[src/prhc_defs.vh]
// Register map, field positions and reset values for the reference/holdover control block
`ifndef PRHC_DEFS_VH
`define PRHC_DEFS_VH

// ----------------------------------------------------------------------------
// Register indices and address width
// ----------------------------------------------------------------------------
`define PRHC_IDX_REF_CTRL     8'h1C
`define PRHC_IDX_HOLD_CTRL    8'h1D
`define PRHC_IDX_STATUS       8'h1F
`define PRHC_IDX_IRQ_STATUS   8'h20
`define PRHC_IDX_IRQ_MASK     8'h21
`define PRHC_IDX_THRESH_CTRL  8'h1A
`define PRHC_ADDR_W           12

// ----------------------------------------------------------------------------
// Reference control fields
// ----------------------------------------------------------------------------
`define PRHC_REF_DIFF_BIT     0
`define PRHC_REF_PRI_PWR_BIT  1
`define PRHC_REF_SEC_PWR_BIT  2
`define PRHC_REF_AUTO_SW_BIT  4
`define PRHC_REF_CTRL_RST     8'h00

// ----------------------------------------------------------------------------
// Holdover control fields
// ----------------------------------------------------------------------------
`define PRHC_HOLD_EN0_BIT     0
`define PRHC_HOLD_EXT_BIT     1
`define PRHC_HOLD_EN2_BIT     2
`define PRHC_HOLD_CMP_EN_BIT  3
`define PRHC_HOLD_CTRL_RST    8'h00

// ----------------------------------------------------------------------------
// Threshold select field and status fields
// ----------------------------------------------------------------------------
`define PRHC_THR_SEL_BIT      6
`define PRHC_THR_CTRL_RST     8'h00
`define PRHC_ST_LOCK_BIT      0
`define PRHC_ST_PRI_HI_BIT    1
`define PRHC_ST_SEC_HI_BIT    2
`define PRHC_ST_VCO_HI_BIT    3
`define PRHC_ST_SEC_SEL_BIT   4
`define PRHC_ST_HOLD_BIT      5
`define PRHC_ST_CAL_BIT       6
`define PRHC_STATUS_W         7
`define PRHC_IRQ_RST          8'h00

`endif

[src/prhc_sync2.v]
// Two-flop synchroniser for a bus of pin-level inputs
`timescale 1ns/1ns
module prhc_sync2 #(
  parameter W = 1
) (
  input  wire         pclk,
  input  wire         presetn,
  input  wire [W-1:0] async_in,
  output wire [W-1:0] sync_out
);
  reg [W-1:0] meta_q;
  reg [W-1:0] sync_q;

  always @(posedge pclk or negedge presetn) begin
    if (!presetn) begin
      meta_q <= {W{1'b0}};
      sync_q <= {W{1'b0}};
    end else begin
      meta_q <= async_in;
      sync_q <= meta_q;
    end
  end

  assign sync_out = sync_q;
endmodule // prhc_sync2

[src/prhc_top.v]
// APB register bank for PLL reference input and holdover control
//
// Decided for this implementation: the APB interface to the registers.
`timescale 1ns/1ns
`include "prhc_defs.vh"
module prhc_top (
  input  wire        pclk,
  input  wire        presetn,
  input  wire        psel,
  input  wire        penable,
  input  wire        pwrite,
  input  wire [11:0] paddr,
  input  wire [31:0] pwdata,
  output reg  [31:0] prdata,
  output reg         pready,
  output reg         pslverr,
  input  wire        oscillator_calibration_done,
  input  wire        holdover_state,
  input  wire        secondary_selected,
  input  wire        vco_freq_high,
  input  wire        secondary_freq_high,
  input  wire        primary_freq_high,
  input  wire        digital_lock,
  input  wire        lock_indicator_cmp,
  output reg         primary_power_on,
  output reg         secondary_power_on,
  output reg         single_ended_mode,
  output reg         auto_switchover_en,
  output reg         lock_cmp_enable,
  output reg         holdover_enable,
  output reg         holdover_external,
  output reg         holdover_prior_lock,
  output reg         freq_thresh_sel,
  output reg         irq
);

  // --------------------------------------------------------------------------
  // Pin-level status inputs pass a synchroniser
  // --------------------------------------------------------------------------
  wire [7:0] raw_st;
  wire [7:0] sync_st;

  assign raw_st = {lock_indicator_cmp, oscillator_calibration_done, holdover_state,
                   secondary_selected, vco_freq_high, secondary_freq_high,
                   primary_freq_high, digital_lock};

  prhc_sync2 #(
    .W (8)
  ) prhc_sync2_inst (
    .pclk     (pclk),
    .presetn  (presetn),
    .async_in (raw_st),
    .sync_out (sync_st)
  );

  wire [6:0] live_status;
  wire       cmp_sync;

  assign live_status = sync_st[6:0];
  assign cmp_sync    = sync_st[7];

  // --------------------------------------------------------------------------
  // Registers
  // --------------------------------------------------------------------------
  reg  [7:0]  ref_ctrl_q;
  reg  [7:0]  hold_ctrl_q;
  reg  [7:0]  thr_ctrl_q;
  reg  [6:0]  irq_status_q;
  reg  [6:0]  irq_mask_q;
  reg  [6:0]  prev_status_q;
  reg  [6:0]  irq_status_d;
  reg  [31:0] rdata_d;

  wire [9:0]  word_idx;
  wire        aligned;
  wire        setup;
  wire        wr;
  wire        hit_ref;
  wire        hit_hold;
  wire        hit_stat;
  wire        hit_thr;
  wire        hit_is;
  wire        hit_im;
  wire        hit_any;
  wire [6:0]  events;
  wire        wr_ref;
  wire        wr_hold;
  wire        wr_thr;
  wire        wr_is;
  wire        wr_im;

  assign word_idx = paddr[11:2];
  assign aligned  = (paddr[1:0] == 2'h0);
  assign hit_ref  = aligned && (word_idx == {2'h0, `PRHC_IDX_REF_CTRL});
  assign hit_hold = aligned && (word_idx == {2'h0, `PRHC_IDX_HOLD_CTRL});
  assign hit_stat = aligned && (word_idx == {2'h0, `PRHC_IDX_STATUS});
  assign hit_thr  = aligned && (word_idx == {2'h0, `PRHC_IDX_THRESH_CTRL});
  assign hit_is   = aligned && (word_idx == {2'h0, `PRHC_IDX_IRQ_STATUS});
  assign hit_im   = aligned && (word_idx == {2'h0, `PRHC_IDX_IRQ_MASK});
  assign hit_any  = hit_ref | hit_hold | hit_stat | hit_thr | hit_is | hit_im;
  // Zero-wait slave: access completes in the first penable cycle
  assign setup    = psel && !penable;
  assign wr       = psel && penable && pready && pwrite;
  // Any change of a status bit counts as an event
  assign events   = live_status ^ prev_status_q;
  assign wr_ref   = wr && hit_ref;
  assign wr_hold  = wr && hit_hold;
  assign wr_thr   = wr && hit_thr;
  assign wr_is    = wr && hit_is;
  assign wr_im    = wr && hit_im;

  // --------------------------------------------------------------------------
  // Interrupt status: set beats write-one-to-clear
  // --------------------------------------------------------------------------
  always @* begin
    irq_status_d = irq_status_q;
    if (wr_is) begin
      irq_status_d = irq_status_q & ~pwdata[6:0];
    end
    irq_status_d = irq_status_d | events;
  end

  // --------------------------------------------------------------------------
  // Read data mux, decoded in the setup cycle
  // --------------------------------------------------------------------------
  always @* begin
    rdata_d = 32'h00000000;
    if (hit_ref) begin
      rdata_d = {24'h000000, ref_ctrl_q};
    end else if (hit_hold) begin
      rdata_d = {24'h000000, hold_ctrl_q};
    end else if (hit_thr) begin
      rdata_d = {24'h000000, thr_ctrl_q};
    end else if (hit_stat) begin
      rdata_d = {25'h0000000, live_status};
    end else if (hit_is) begin
      // Bits set in this very cycle read as set
      rdata_d = {25'h0000000, irq_status_d};
    end else if (hit_im) begin
      rdata_d = {25'h0000000, irq_mask_q};
    end
  end

  // --------------------------------------------------------------------------
  // APB handshake: one access cycle, never stretched
  // --------------------------------------------------------------------------
  always @(posedge pclk or negedge presetn) begin
    if (!presetn) begin
      pready <= 1'b0;
    end else begin
      pready <= setup;
    end
  end

  always @(posedge pclk or negedge presetn) begin
    if (!presetn) begin
      pslverr <= 1'b0;
    end else begin
      // Refused words are never written
      pslverr <= setup && !hit_any;
    end
  end

  always @(posedge pclk or negedge presetn) begin
    if (!presetn) begin
      prdata <= 32'h00000000;
    end else if (setup) begin
      // Held outside setup so the value stands through the access cycle
      prdata <= rdata_d;
    end
  end

  // --------------------------------------------------------------------------
  // Control registers
  // --------------------------------------------------------------------------
  // Status register has no write path
  always @(posedge pclk or negedge presetn) begin
    if (!presetn) begin
      ref_ctrl_q <= `PRHC_REF_CTRL_RST;
    end else if (wr_ref) begin
      ref_ctrl_q <= pwdata[7:0];
    end
  end

  always @(posedge pclk or negedge presetn) begin
    if (!presetn) begin
      hold_ctrl_q <= `PRHC_HOLD_CTRL_RST;
    end else if (wr_hold) begin
      hold_ctrl_q <= pwdata[7:0];
    end
  end

  always @(posedge pclk or negedge presetn) begin
    if (!presetn) begin
      thr_ctrl_q <= `PRHC_THR_CTRL_RST;
    end else if (wr_thr) begin
      thr_ctrl_q <= pwdata[7:0];
    end
  end

  always @(posedge pclk or negedge presetn) begin
    if (!presetn) begin
      irq_mask_q <= 7'h00;
    end else if (wr_im) begin
      irq_mask_q <= pwdata[6:0];
    end
  end

  // --------------------------------------------------------------------------
  // Event tracking
  // --------------------------------------------------------------------------
  always @(posedge pclk or negedge presetn) begin
    if (!presetn) begin
      irq_status_q <= 7'h00;
    end else begin
      irq_status_q <= irq_status_d;
    end
  end

  always @(posedge pclk or negedge presetn) begin
    if (!presetn) begin
      prev_status_q <= 7'h00;
    end else begin
      prev_status_q <= live_status;
    end
  end

  // --------------------------------------------------------------------------
  // Derived control outputs
  // --------------------------------------------------------------------------
  wire auto_sw;
  wire lock_seen;

  assign auto_sw   = ref_ctrl_q[`PRHC_REF_AUTO_SW_BIT];
  // Disabled comparator reads as permanently high
  assign lock_seen = hold_ctrl_q[`PRHC_HOLD_CMP_EN_BIT] ? cmp_sync : 1'b1;

  always @(posedge pclk or negedge presetn) begin
    if (!presetn) begin
      primary_power_on <= 1'b0;
    end else begin
      // Auto switchover lets the switchover logic own receiver power
      primary_power_on <= auto_sw | ref_ctrl_q[`PRHC_REF_PRI_PWR_BIT];
    end
  end

  always @(posedge pclk or negedge presetn) begin
    if (!presetn) begin
      secondary_power_on <= 1'b0;
    end else begin
      secondary_power_on <= auto_sw | ref_ctrl_q[`PRHC_REF_SEC_PWR_BIT];
    end
  end

  always @(posedge pclk or negedge presetn) begin
    if (!presetn) begin
      single_ended_mode <= 1'b0;
    end else begin
      single_ended_mode <= ~ref_ctrl_q[`PRHC_REF_DIFF_BIT];
    end
  end

  always @(posedge pclk or negedge presetn) begin
    if (!presetn) begin
      auto_switchover_en <= 1'b0;
    end else begin
      // Not blocked in differential mode; software ordering is trusted
      auto_switchover_en <= auto_sw;
    end
  end

  // --------------------------------------------------------------------------
  // Holdover controls
  // --------------------------------------------------------------------------
  always @(posedge pclk or negedge presetn) begin
    if (!presetn) begin
      lock_cmp_enable <= 1'b0;
    end else begin
      lock_cmp_enable <= hold_ctrl_q[`PRHC_HOLD_CMP_EN_BIT];
    end
  end

  always @(posedge pclk or negedge presetn) begin
    if (!presetn) begin
      holdover_enable <= 1'b0;
    end else begin
      holdover_enable <= hold_ctrl_q[`PRHC_HOLD_EN2_BIT] &
                         hold_ctrl_q[`PRHC_HOLD_EN0_BIT];
    end
  end

  always @(posedge pclk or negedge presetn) begin
    if (!presetn) begin
      holdover_external <= 1'b0;
    end else begin
      holdover_external <= hold_ctrl_q[`PRHC_HOLD_EXT_BIT];
    end
  end

  always @(posedge pclk or negedge presetn) begin
    if (!presetn) begin
      holdover_prior_lock <= 1'b0;
    end else begin
      // Only meaningful to the internal controller
      holdover_prior_lock <= lock_seen & ~hold_ctrl_q[`PRHC_HOLD_EXT_BIT];
    end
  end

  // --------------------------------------------------------------------------
  // Threshold select and interrupt
  // --------------------------------------------------------------------------
  always @(posedge pclk or negedge presetn) begin
    if (!presetn) begin
      freq_thresh_sel <= 1'b0;
    end else begin
      freq_thresh_sel <= thr_ctrl_q[`PRHC_THR_SEL_BIT];
    end
  end

  always @(posedge pclk or negedge presetn) begin
    if (!presetn) begin
      irq <= 1'b0;
    end else begin
      // Uses the next status so a fresh event raises irq without extra lag
      irq <= |(irq_status_d & irq_mask_q);
    end
  end

endmodule // prhc_top

[config.mk]
export PLATFORM = sky130hd
export DESIGN_NAME = prhc_top
export DESIGN_NICKNAME = d
export VERILOG_FILES = /design/src/prhc_sync2.v /design/src/prhc_top.v
export VERILOG_INCLUDE_DIRS = /design/src
export SDC_FILE = /design/constraint.sdc
export NUM_CORES = 1
export LEC_CHECK = 0
export ABC_AREA = 0
export ABC_CLOCK_PERIOD_IN_PS = 2800
export BUFFER_PORTS_ARGS = -buffer_cell sky130_fd_sc_hd__clkbuf_2
export CAP_MARGIN = 20
export CORE_MARGIN = 4
export CORE_UTILIZATION = 36
export DETAILED_ROUTE_END_ITERATION = 16
export PLACE_DENSITY = 0.61
export SLEW_MARGIN = 30
export SYNTH_ARGS = -nofsm -noshare
export SYNTH_HDL_FRONTEND = slang
export SYNTH_SLANG_ARGS = --single-unit
[constraint.sdc]
create_clock -name pclk -period 2.8 [get_ports pclk]
set_input_delay 0.14 -clock pclk [delete_from_list [all_inputs] [get_ports pclk]]
set_output_delay 0.14 -clock pclk [all_outputs]
set_load 0.02 [all_outputs]
==> summary.txt, run 1 <==
Seq/Total Area, Yosys: 0.557
Number of synthesized flops with an enable pin: 0
Bufs on Longest Clock Path: 2
Die Ht: 109 um
Starting Density: 0.371
Clock sink count: 81
Antenna violations before repair: 0
Yosys top cell by area: dfrtp_1
Final WL: 8300 um
H-tree depth: 3
Setup Skew: 0.00456 ns
Synth warn: 0
Final hold vios: 0
Hold crit path type: input pin to flop
DR WL/cell: 16.0 um
Minimum clock period: 1.98 ns
FMAX: 0.506 GHz
P per Cell Area: 523 mW/mm2
Via count: 2590
Clk Latency, worst-skew pair: 0.35 ns
Global-route wire length before repair: 13700 um
Peak supply drop: 0.000286 V
Gate Count Post-Synth: 313
Crit-path max FO: 9
Ranking of synthesized cells by area: dfrtp_1 56%, mux2_2 9.3%, buf_4 5.2%
I/O pin count: 101
Synth Area per Inst: 11.6 um2
Critical Path RT: 3.09 ns
Top delay family on crit path: simple AND/OR/NAND/NOR gates
MaxCap Viol Count: 0
CTS root buf: clkbuf_8
Vias per inst: 5.00
Post-Syn Area: 0.00364 mm2
Final setup margin: 0.823 ns
RSZ-0062 raised after global routing: no
Run status: finished clean
Netlist cell types: 52
Top cell type's share of synthesized area: 0.557
Residual DRC: 0
Setup TNS Final: 0 ns
Async SR Flop Fraction: 1.00
Placed instance area: 0.00399 mm2
CP Class: flop to flop
Worst path buffer plus inverter count: 0
Post-CTS Setup Repair Bufs: 0
Largest net degree at the start of global routing: 82
Routability Congestion: 0.866
Pre-CTS WS: 0.536 ns
Site Rows: 36
Slew margin rel.: 0.500
Design area: 0.00427 mm2
Vias in the first global route: 2716
Layout area overhead: 17.2%
Cells along the critical path: and4_1, and4_1, and4_1, a2111oi_0, o221a_2
Hold_buf cts: 9
Slowest stage cell, crit path: a2111oi_0
Max incr delay on CP: 0.44 ns
Final ANT Viol Nets: 0
Ant diodes: 0
Initial drt markers: 114
DP HPWL: 6080 um
Slew Limit Fails: 0
DIE AREA: 0.0118 mm2
Tot GR Track Use: 0.150
Worst-margin pin slew: 0.750 ns
Fin nets: 437
Grt total ovfl: 0
Die width: 109 um
Port Buffers: 52
Final period util: 0.706
Fraction of layout cells with a size suffix above 1: 0.294
P_leak: 2.05 nW
Setup violations, final: 0
TritonCTS clock tree: built
Total core area: 0.00982 mm2
Seq cells post-synth: 81
CP Launch Type: flop
CTS buffer count: 9
CP Data Arrival Time: 2.27 ns
Clock transition at path regs: 0.08 ns
Ys flop type: dfrtp_1
Total iterations of the first detailed-routing run: 4
Most frequent cell on the critical path: and4_1
Post-cts resize count: 0
Crit. End Element: flop
[report_power, final]
part / switching (mW) / internal [mW] / total (mW)
clock: 0.417 / 0.436 / 0.853
sequential: 0.0128 / 1.19 / 1.20
combinational: 0.124 / 0.0549 / 0.179
total: 0.554 / 1.68 / 2.23
[through the flow]
step,util,total power [mW],std cells,hold slack (ns)
floorplan,-,1.34,336,-0.156
global placement,0.405,1.39,493,0.250
detailed placement,0.406,1.40,493,0.235
CTS,0.435,2.26,518,0.0540
global route,0.435,2.33,518,0.0684
finish,0.435,2.23,518,0.0704
[area by class of cell]
cell class,count,area [um2]
clock inverters,5,53.8
multi-input cells,210,1440
repair buffers,68,409
flip-flops and latches,81,2030
inverters,10,37.5
fillers,974,5550
well taps,133,166
clock buffers,11,141
[placed cells by master (no fill, tap or decap), types with 3 or more instances in the layout]
cell	count
a21o_1	7
a21oi_1	14
a221oi_1	4
a22oi_1	4
and4_1	4
buf_4	7
clkbuf_2	51
clkbuf_8	10
clkinv_2	3
conb_1	24
dfrtp_1	81
dlygate4sd3_1	9
inv_1	10
mux2_2	30
mux2i_1	6
nand2_1	11
nand3_1	10
nand4_1	3
nor2_1	21
nor2b_1	4
o21ai_0	20
or2_2	3
xnor2_1	3
xor2_1	6
[synthesized netlist by cell type, types with 3 or more instances]
| cell type | count |
|---|---|
| or2_2 | 3 |
| mux2_2 | 30 |
| nand3_1 | 10 |
| o21ai_0 | 20 |
| nand2_1 | 11 |
| inv_1 | 10 |
| a221oi_1 | 4 |
| a21o_1 | 7 |
| mux2i_1 | 6 |
| xnor2_1 | 3 |
| and4_1 | 4 |
| a22oi_1 | 4 |
| xor2_1 | 6 |
| a21oi_1 | 14 |
| buf_4 | 25 |
| nand4_1 | 3 |
| nor2_1 | 21 |
| dfrtp_1 | 81 |
| clkbuf_1 | 6 |
| nor2b_1 | 4 |
[worst paths after layout]
kind / from / endpoint / slack, ns / depth (start not counted)
worst max-delay path: pready / prdata[4] / 0.82 / 5
min in group asynchronous: presetn / prhc_sync2_inst.meta_q[7] / 0.39 / 2
worst min-delay path: pwdata[7] / hold_ctrl_q[7] / 0.07 / 2
worst max register to register: pready / prdata[4] / 0.82 / 5
max in group asynchronous: presetn / thr_ctrl_q[7] / 1.93 / 2
worst min register to register: prhc_sync2_inst.meta_q[5] / prhc_sync2_inst.sync_out[5] / 0.35 / 0
[logic make-up (layout without fill, tap and decap cells)]
group | Yosys count | after routing | share of synthesized area
other cells | 1 | 24 | 0.00103
mux | 36 | 36 | 0.109
buf+inv | 45 | 94 | 0.0732
xor+xnor | 9 | 9 | 0.0216
compound gates | 68 | 68 | 0.123
flops | 81 | 81 | 0.557
simple gates | 73 | 73 | 0.116
[routing by layer]
| layer | track usage | up-vias | routed length [um] |
|---|---|---|---|
| li1 | - | 1201 | - |
| met2 | 0.243 | 86 | 3990 |
| met5 | 0 | - | 0 |
| met4 | 0.0343 | 0 | 104 |
| met3 | 0.0436 | 12 | 500 |
| met1 | 0.199 | 1291 | 3710 |
[sequential cells by signal (all words and copies together), names as in the netlist, 7 cells and up]
| register | cells |
|---|---|
| thr_ctrl_q | 8 |
| prev_status_q | 7 |
| prdata | 8 |
| irq_status_q | 7 |
| ref_ctrl_q | 8 |
| prhc_sync2_inst.meta_q | 8 |
| irq_mask_q | 7 |
| prhc_sync2_inst.sync_out | 8 |
| hold_ctrl_q | 8 |
No activity file was read; power rests on OpenSTA's default activity.
==> run 2: changes to the inputs <==
--- a/config.mk
+++ b/config.mk
@@ -7,13 +7,13 @@
 export NUM_CORES = 1
 export LEC_CHECK = 0
 export ABC_AREA = 0
-export ABC_CLOCK_PERIOD_IN_PS = 2800
+export ABC_CLOCK_PERIOD_IN_PS = 1600
 export BUFFER_PORTS_ARGS = -buffer_cell sky130_fd_sc_hd__clkbuf_2
 export CAP_MARGIN = 20
 export CORE_MARGIN = 4
 export CORE_UTILIZATION = 36
 export DETAILED_ROUTE_END_ITERATION = 16
-export PLACE_DENSITY = 0.61
+export PLACE_DENSITY = 0.63
 export SLEW_MARGIN = 30
 export SYNTH_ARGS = -nofsm -noshare
 export SYNTH_HDL_FRONTEND = slang
==> constraint.sdc (replaced) <==
create_clock -name pclk -period 1.6 [get_ports pclk]
set_input_delay 0.08 -clock pclk [delete_from_list [all_inputs] [get_ports pclk]]
set_output_delay 0.08 -clock pclk [all_outputs]
set_load 0.02 [all_outputs]
==> run 2 against run 1 <==
- via count increased by 6.1%
- setup slack got worse by 0.79 ns
- total power increased by 86%
- global-route usage increased by 0.25 points
- cell count increased by 7.9%
- worst hold slack got worse by 0.019 ns
- clock-buffer cell count decreased by 1
- largest power group unchanged
==> summary.txt, run 2 (synthesis gave the netlist of run 1 again) <==
Setup violations, final: 0 (unchanged)
DP HPWL: 6210 um (+2.2%)
Design area: 0.00471 mm2 (+10%)
Crit. End Element: flop
Residual DRC: 0 (unchanged)
Peak supply drop: 0.000632 V (+120%)
Via count: 2749 (+6.1%)
Sw frac: 0.243 (-0.00511)
Grt total ovfl: 0 (unchanged)
Layout area overhead: 29.4%
Top Usage Layer GRT: met2
Setup Skew: 0.0100 ns (+0.00548 ns)
Gate power share: 0.089 (+0.009)
CP Class: flop to flop
Starting Density: 0.371 (unchanged)
Area of the multi-input gates: 0.00150 mm2 (+4.5%)
MaxCap Viol Count: 0 (unchanged)
Final period util: 0.976 (+0.270)
Run status: finished clean
Vias in the first global route: 2764 (+1.8%)
Fin nets: 478 (+9.4%)
CP startpoint: prhc_sync2_inst.sync_out[4]
CTS root buf: clkbuf_8
Vias per inst: 4.92 (-1.6%)
Port Buffers: 52 (unchanged)
Routability Congestion: 0.839 (-3.1%)
Switching pwr: 1.01 mW (+82%)
Clock transition at path regs: 0.08 ns (about the same)
P_leak: 2.28 nW (+11%)
Die Ht: 109 um (unchanged)
Final WL: 8560 um (+3.1%)
Cell-internal power: 3.15 mW (+87%)
Pwr Total: 4.16 mW (+86%)
H-tree depth: 3 (unchanged)
Setup TNS Final: 0 ns (unchanged)
GRT met3 Usage: 0.0400 (-0.00358)
Global-route wire length before repair: 13800 um (+0.20%)
Reg area: 0.00203 mm2 (about the same)
Slew Limit Fails: 0 (unchanged)
Ant diodes: 0 (unchanged)
Bufs on Longest Clock Path: 2 (unchanged)
DR WL/cell: 15.3 um (-4.5%)
Hold Crit Start: pwdata[4]
Minimum clock period: 1.56 ns (-0.415 ns)
Fraction of layout cells with a size suffix above 1: 0.385 (+0.0915)
Grt met2 use: 0.247 (+0.00397)
P per Cell Area: 882 mW/mm2 (+69%)
Commonest non-fill, non-tap cells in the layout: 80 x dfrtp_1, 51 x clkbuf_2, 45 x buf_4, 28 x mux2_2, 24 x conb_1
Critical Path RT: 1.84 ns (-1.25 ns)
R2R Path Start: prhc_sync2_inst.sync_out[4]
Hold crit path type: input pin to flop
CP Launch Type: flop
Layout fillers: 892 (-8.4%)
Most common cell after layout, fill and taps aside: dfrtp_1
Initial drt markers: 219 (+92%)
Reg power frac: 0.507 (-0.031)
Clock share of power: 0.403 (+0.021)
FMAX: 0.640 GHz (+27%)
Total iterations of the first detailed-routing run: 4 (unchanged)
TritonCTS clock tree: built
Final ANT Viol Nets: 0 (unchanged)
Tot GR Track Use: 0.153 (+0.00247)
CP Data Arrival Time: 1.81 ns (-0.46 ns)
Crit-path max FO: 4 (-5)
Final hold vios: 0 (unchanged)
Site Rows: 36 (unchanged)
Clk Latency, worst-skew pair: 0.35 ns (about the same)
I/O pin count: 101 (unchanged)
CTS buffer count: 9 (unchanged)
Clock sink count: 81 (unchanged)
Antenna violations before repair: 0 (unchanged)
M1 GR Usage: 0.200 (+0.000763)
Largest net degree at the start of global routing: 51 (-38%)
DIE AREA: 0.0118 mm2 (unchanged)
Total core area: 0.00982 mm2 (unchanged)
Placed instance area: 0.00433 mm2 (+8.7%)
Die width: 109 um (unchanged)
[run 2: cell type report]
| cell class | count | area share |
|---|---|---|
| inverter | 10 | 0.00796 |
| tap | 133 | 0.0353 |
| sequential | 81 | 0.430 |
| multi-input combinational | 210 | 0.318 |
| clock inverter | 6 | 0.0191 |
| clock buffer | 10 | 0.0292 |
| timing repair buffer | 109 | 0.160 |
[run 2: timing repair]
item | in CTS | in global routing
cloned | 0 | 0
hold endpoints to repair | 92 | 0
pin swaps | 2 | 2
setup buffers | 0 | 1
endpoints found under the setup margin | 4 | 15
resized for setup | 2 | 7
hold buffers | 10 | 0
[run 2: stage by stage]
stage	hold WS [ns]	setup slack, ns	instances	utilization
floorplan	-0.216	-0.112	336	-
finish	0.0509	0.0378	559	0.480
global placement	-0.0691	-0.105	532	0.441
global route	0.0386	-0.0158	559	0.480
CTS	0.0215	0.0156	558	0.475
detailed placement	-0.0705	-0.134	532	0.441
[run 2: path summary, 6_finish.rpt]
kind | to | slack [ns] | cells past startpoint
setup / recovery | prdata[4] | 0.04 | 4
max in group asynchronous | pready | 0.97 | 3
hold reg to reg | prhc_sync2_inst.sync_out[3] | 0.35 | 0
hold / removal | thr_ctrl_q[4] | 0.05 | 3
min in group asynchronous | prhc_sync2_inst.meta_q[5] | 0.10 | 2
setup reg to reg | prdata[4] | 0.04 | 4
[run 2: critical path, stage by stage, from the launching register on]
cell and delay, ns:
dfrtp_1 0.44, xnor2_1 0.40, and4_4 0.30, a2111oi_4 0.05, o221a_2 0.28
[run 2: power by group through the flow]
stage	clock (mW)	combinational, mW	sequential (mW)
6_report	1.68	0.371	2.11
4_1_cts	1.73	0.364	2.11
3_3_place_gp	0	0.341	2.15
2_1_floorplan	0	0.192	2.15
3_5_place_dp	0	0.345	2.15
5_1_grt	1.82	0.409	2.11
[run 2: routing by layer]
metal,share of wire,wire length [um]
met1,0.43,3690
met3,0.076,647
met5,0,0
met4,0.016,134
met2,0.48,4090
==> run 3: changes to the inputs <==
--- a/config.mk
+++ b/config.mk
@@ -8,12 +8,12 @@
 export LEC_CHECK = 0
 export ABC_AREA = 0
 export ABC_CLOCK_PERIOD_IN_PS = 1600
-export BUFFER_PORTS_ARGS = -buffer_cell sky130_fd_sc_hd__clkbuf_2
 export CAP_MARGIN = 20
 export CORE_MARGIN = 4
 export CORE_UTILIZATION = 36
 export DETAILED_ROUTE_END_ITERATION = 16
-export PLACE_DENSITY = 0.63
+export DONT_BUFFER_PORTS = 1
+export PLACE_DENSITY = 0.54
 export SLEW_MARGIN = 30
 export SYNTH_ARGS = -nofsm -noshare
 export SYNTH_HDL_FRONTEND = slang
==> run 3 against run 2 <==
- the run now ends with hold timing left
- via count fell by 8.3%
- wire length rose by 3.2%
- cell count fell by 11%
- flip-flop and latch count unchanged
- non-clock buffer count shrank 60
- die area unchanged
- critical path depth grew 1
- global-route usage grew 0.49 points
- total power grew 4.7%
- register-to-register slack about the same
- critical endpoint unchanged
- largest power group unchanged
==> summary.txt, run 3 (synthesis gave the netlist of run 1 again) <==
Max incr delay on CP: 0.38 ns (-0.06 ns)
CP Data Arrival Time: 1.79 ns (-0.02 ns)
MaxCap Viol Count: 0 (unchanged)
Final ANT Viol Nets: 0 (unchanged)
Cell-internal power: 3.46 mW (+9.8%)
Most common cell after layout, fill and taps aside: dfrtp_1
R2r setup slk: 0.05 ns (about the same)
Cells along the critical path: and4_4, and4_4, and4_1, a2111oi_4, o221a_2
Initial drt markers: 162 (-26%)
Top delay family on crit path: simple AND/OR/NAND/NOR gates
Run status: complete, but fails checks
Clock transition at path regs: 0.08 ns (about the same)
Worst path buffer plus inverter count: 0 (unchanged)
Site Rows: 36 (unchanged)
Most frequent cell on the critical path: and4_4
Placed instance area: 0.00391 mm2 (-9.6%)
Crit-path max FO: 7 (+3)
Failing checks: hold timing
Fin nets: 418 (-13%)
Hold crit path type: input pin to asynchronous set/reset pin
Layout area overhead: 24.8%
Via count: 2522 (-8.3%)
CP Launch Type: flop
CTS buffer count: 9 (unchanged)
Antenna violations before repair: 0 (unchanged)
Reg power frac: 0.486 (-0.021)
Fraction of layout cells with a size suffix above 1: 0.260 (-0.125)
Tot GR Track Use: 0.157 (+0.00495)
Final period util: 0.968 (-0.00817)
Routability Congestion: 0.845 (+0.75%)
H-tree depth: 3 (unchanged)
Total iterations of the first detailed-routing run: 4 (unchanged)
Pre-CTS WS: -0.113 ns (+0.0210 ns)
DIE AREA: 0.0118 mm2 (unchanged)
Final setup margin: 0.0509 ns (+0.0131 ns)
Global-route wire length before repair: 13900 um (+0.86%)
Peak supply drop: 0.000633 V (+0.20%)
Final Hold Slack: -0.581 ns (-0.632 ns)
Design area: 0.00455 mm2 (-3.6%)
Starting Density: 0.371 (unchanged)
Bufs on Longest Clock Path: 2 (unchanged)
TritonCTS clock tree: built
Vias in the first global route: 2590 (-6.3%)
P_leak: 2.06 nW (-9.4%)
Port Buffers: 0 (-100%)
Commonest non-fill, non-tap cells in the layout: 80 x dfrtp_1, 25 x buf_4, 24 x conb_1, 22 x mux2_4, 21 x nor2_1
Final hold vios: 81 (+81)
Setup Skew: 0.00858 ns (-0.00147 ns)
Setup violations, final: 0 (unchanged)
Total core area: 0.00982 mm2 (unchanged)
Gate power share: 0.054 (-0.035)
DP HPWL: 5920 um (-4.6%)
Grt total ovfl: 0 (unchanged)
Clock share of power: 0.459 (+0.056)
RSZ-0062 raised after global routing: yes
Critical Path RT: 1.84 ns (about the same)
CP Class: flop to flop
Ant diodes: 0 (unchanged)
Sw frac: 0.206 (-0.0366)
Crit. End Element: flop
Clk Latency, worst-skew pair: 0.35 ns (about the same)
Residual DRC: 0 (unchanged)
Slew Limit Fails: 0 (unchanged)
I/O pin count: 101 (unchanged)
Largest net degree at the start of global routing: 82 (+61%)
Final WL: 8830 um (+3.2%)
Hold_buf cts: 20 (+10)
Minimum clock period: 1.55 ns (-0.0131 ns)
Die Ht: 109 um (unchanged)
CTS root buf: clkbuf_8
P per Cell Area: 958 mW/mm2 (+8.6%)
Vias per inst: 5.05 (+2.8%)
FMAX: 0.646 GHz (+0.84%)
Clock sink count: 81 (unchanged)
Switching pwr: 0.897 mW (-11%)
Slowest stage cell, crit path: dfrtp_2
Die width: 109 um (unchanged)
DR WL/cell: 17.7 um (+16%)
Layout fillers: 905 (+1.5%)
[run 3: cell types whose count changed in the layout (fill, tap and decap cells not counted), sizes merged]
cell         before  now
buf              48   29
clkbuf           61   11
clkinv            2    1
dlygate4sd3      10   20
clkinvlp          1    0
bufinv            2    4
inv              11   10
[run 3: area by class of cell]
class                           instances  area (um2)  share of cell area
Clock buffer                           11         151              0.0333
Inverter                               10        37.5             0.00826
Tap cell                              133         166              0.0366
Timing Repair Buffer                   49         450              0.0991
Multi-Input combinational cell        210        1590               0.349
Sequential cell                        81        2030               0.446
Clock inverter                          5         125              0.0275
[run 3: worst register-to-register path, stage by stage, from the launching register on]
cell	delay (ns)
dfrtp_2	0.38
and4_4	0.21
and4_4	0.28
and4_1	0.25
a2111oi_4	0.06
o221a_2	0.26
[run 3: worst paths after layout]
path	end	start	cells after the start
min in group pclk	pready	penable	2
min	prev_status_q[0]	presetn	0
max	prdata[4]	pready	5
max in group asynchronous	pready	presetn	0
max reg2reg	prdata[4]	pready	5
min reg2reg	prhc_sync2_inst.sync_out[5]	prhc_sync2_inst.meta_q[5]	0
[run 3: layer usage]
metal	global-route usage	up-vias	wire, um
met5	0	-	0
met1	0.214	1227	4080
met2	0.237	111	3920
met4	0.0595	0	185
li1	-	1165	-
met3	0.0478	19	647
[run 3: power by group through the flow]
stage / Combinational, mW / Sequential, mW / Clock [mW]
2_1_floorplan: 0.192 / 2.15 / 0
3_3_place_gp: 0.175 / 2.16 / 0
3_5_place_dp: 0.175 / 2.16 / 0
4_1_cts: 0.228 / 2.12 / 2.06
5_1_grt: 0.260 / 2.12 / 2.15
6_report: 0.237 / 2.12 / 2.00
[run 3: stage by stage]
stage | util | std cells | total power, mW | setup TNS [ns]
global route | 0.463 | 499 | 4.53 | -0.726
CTS | 0.448 | 497 | 4.41 | 0
detailed placement | 0.399 | 461 | 2.33 | -0.330
floorplan | - | 336 | 2.35 | -2.07
global placement | 0.399 | 461 | 2.33 | -0.242
finish | 0.463 | 499 | 4.35 | 0
[run 3: what timing repair did]
item / 4_1_cts / 5_1_grt
gates resized for setup: 3 / 34
hold endpoints to repair: 128 / 81
buffers inserted: 0 / 2
pin swaps: 4 / 11
setup endpoints to repair: 22 / 33
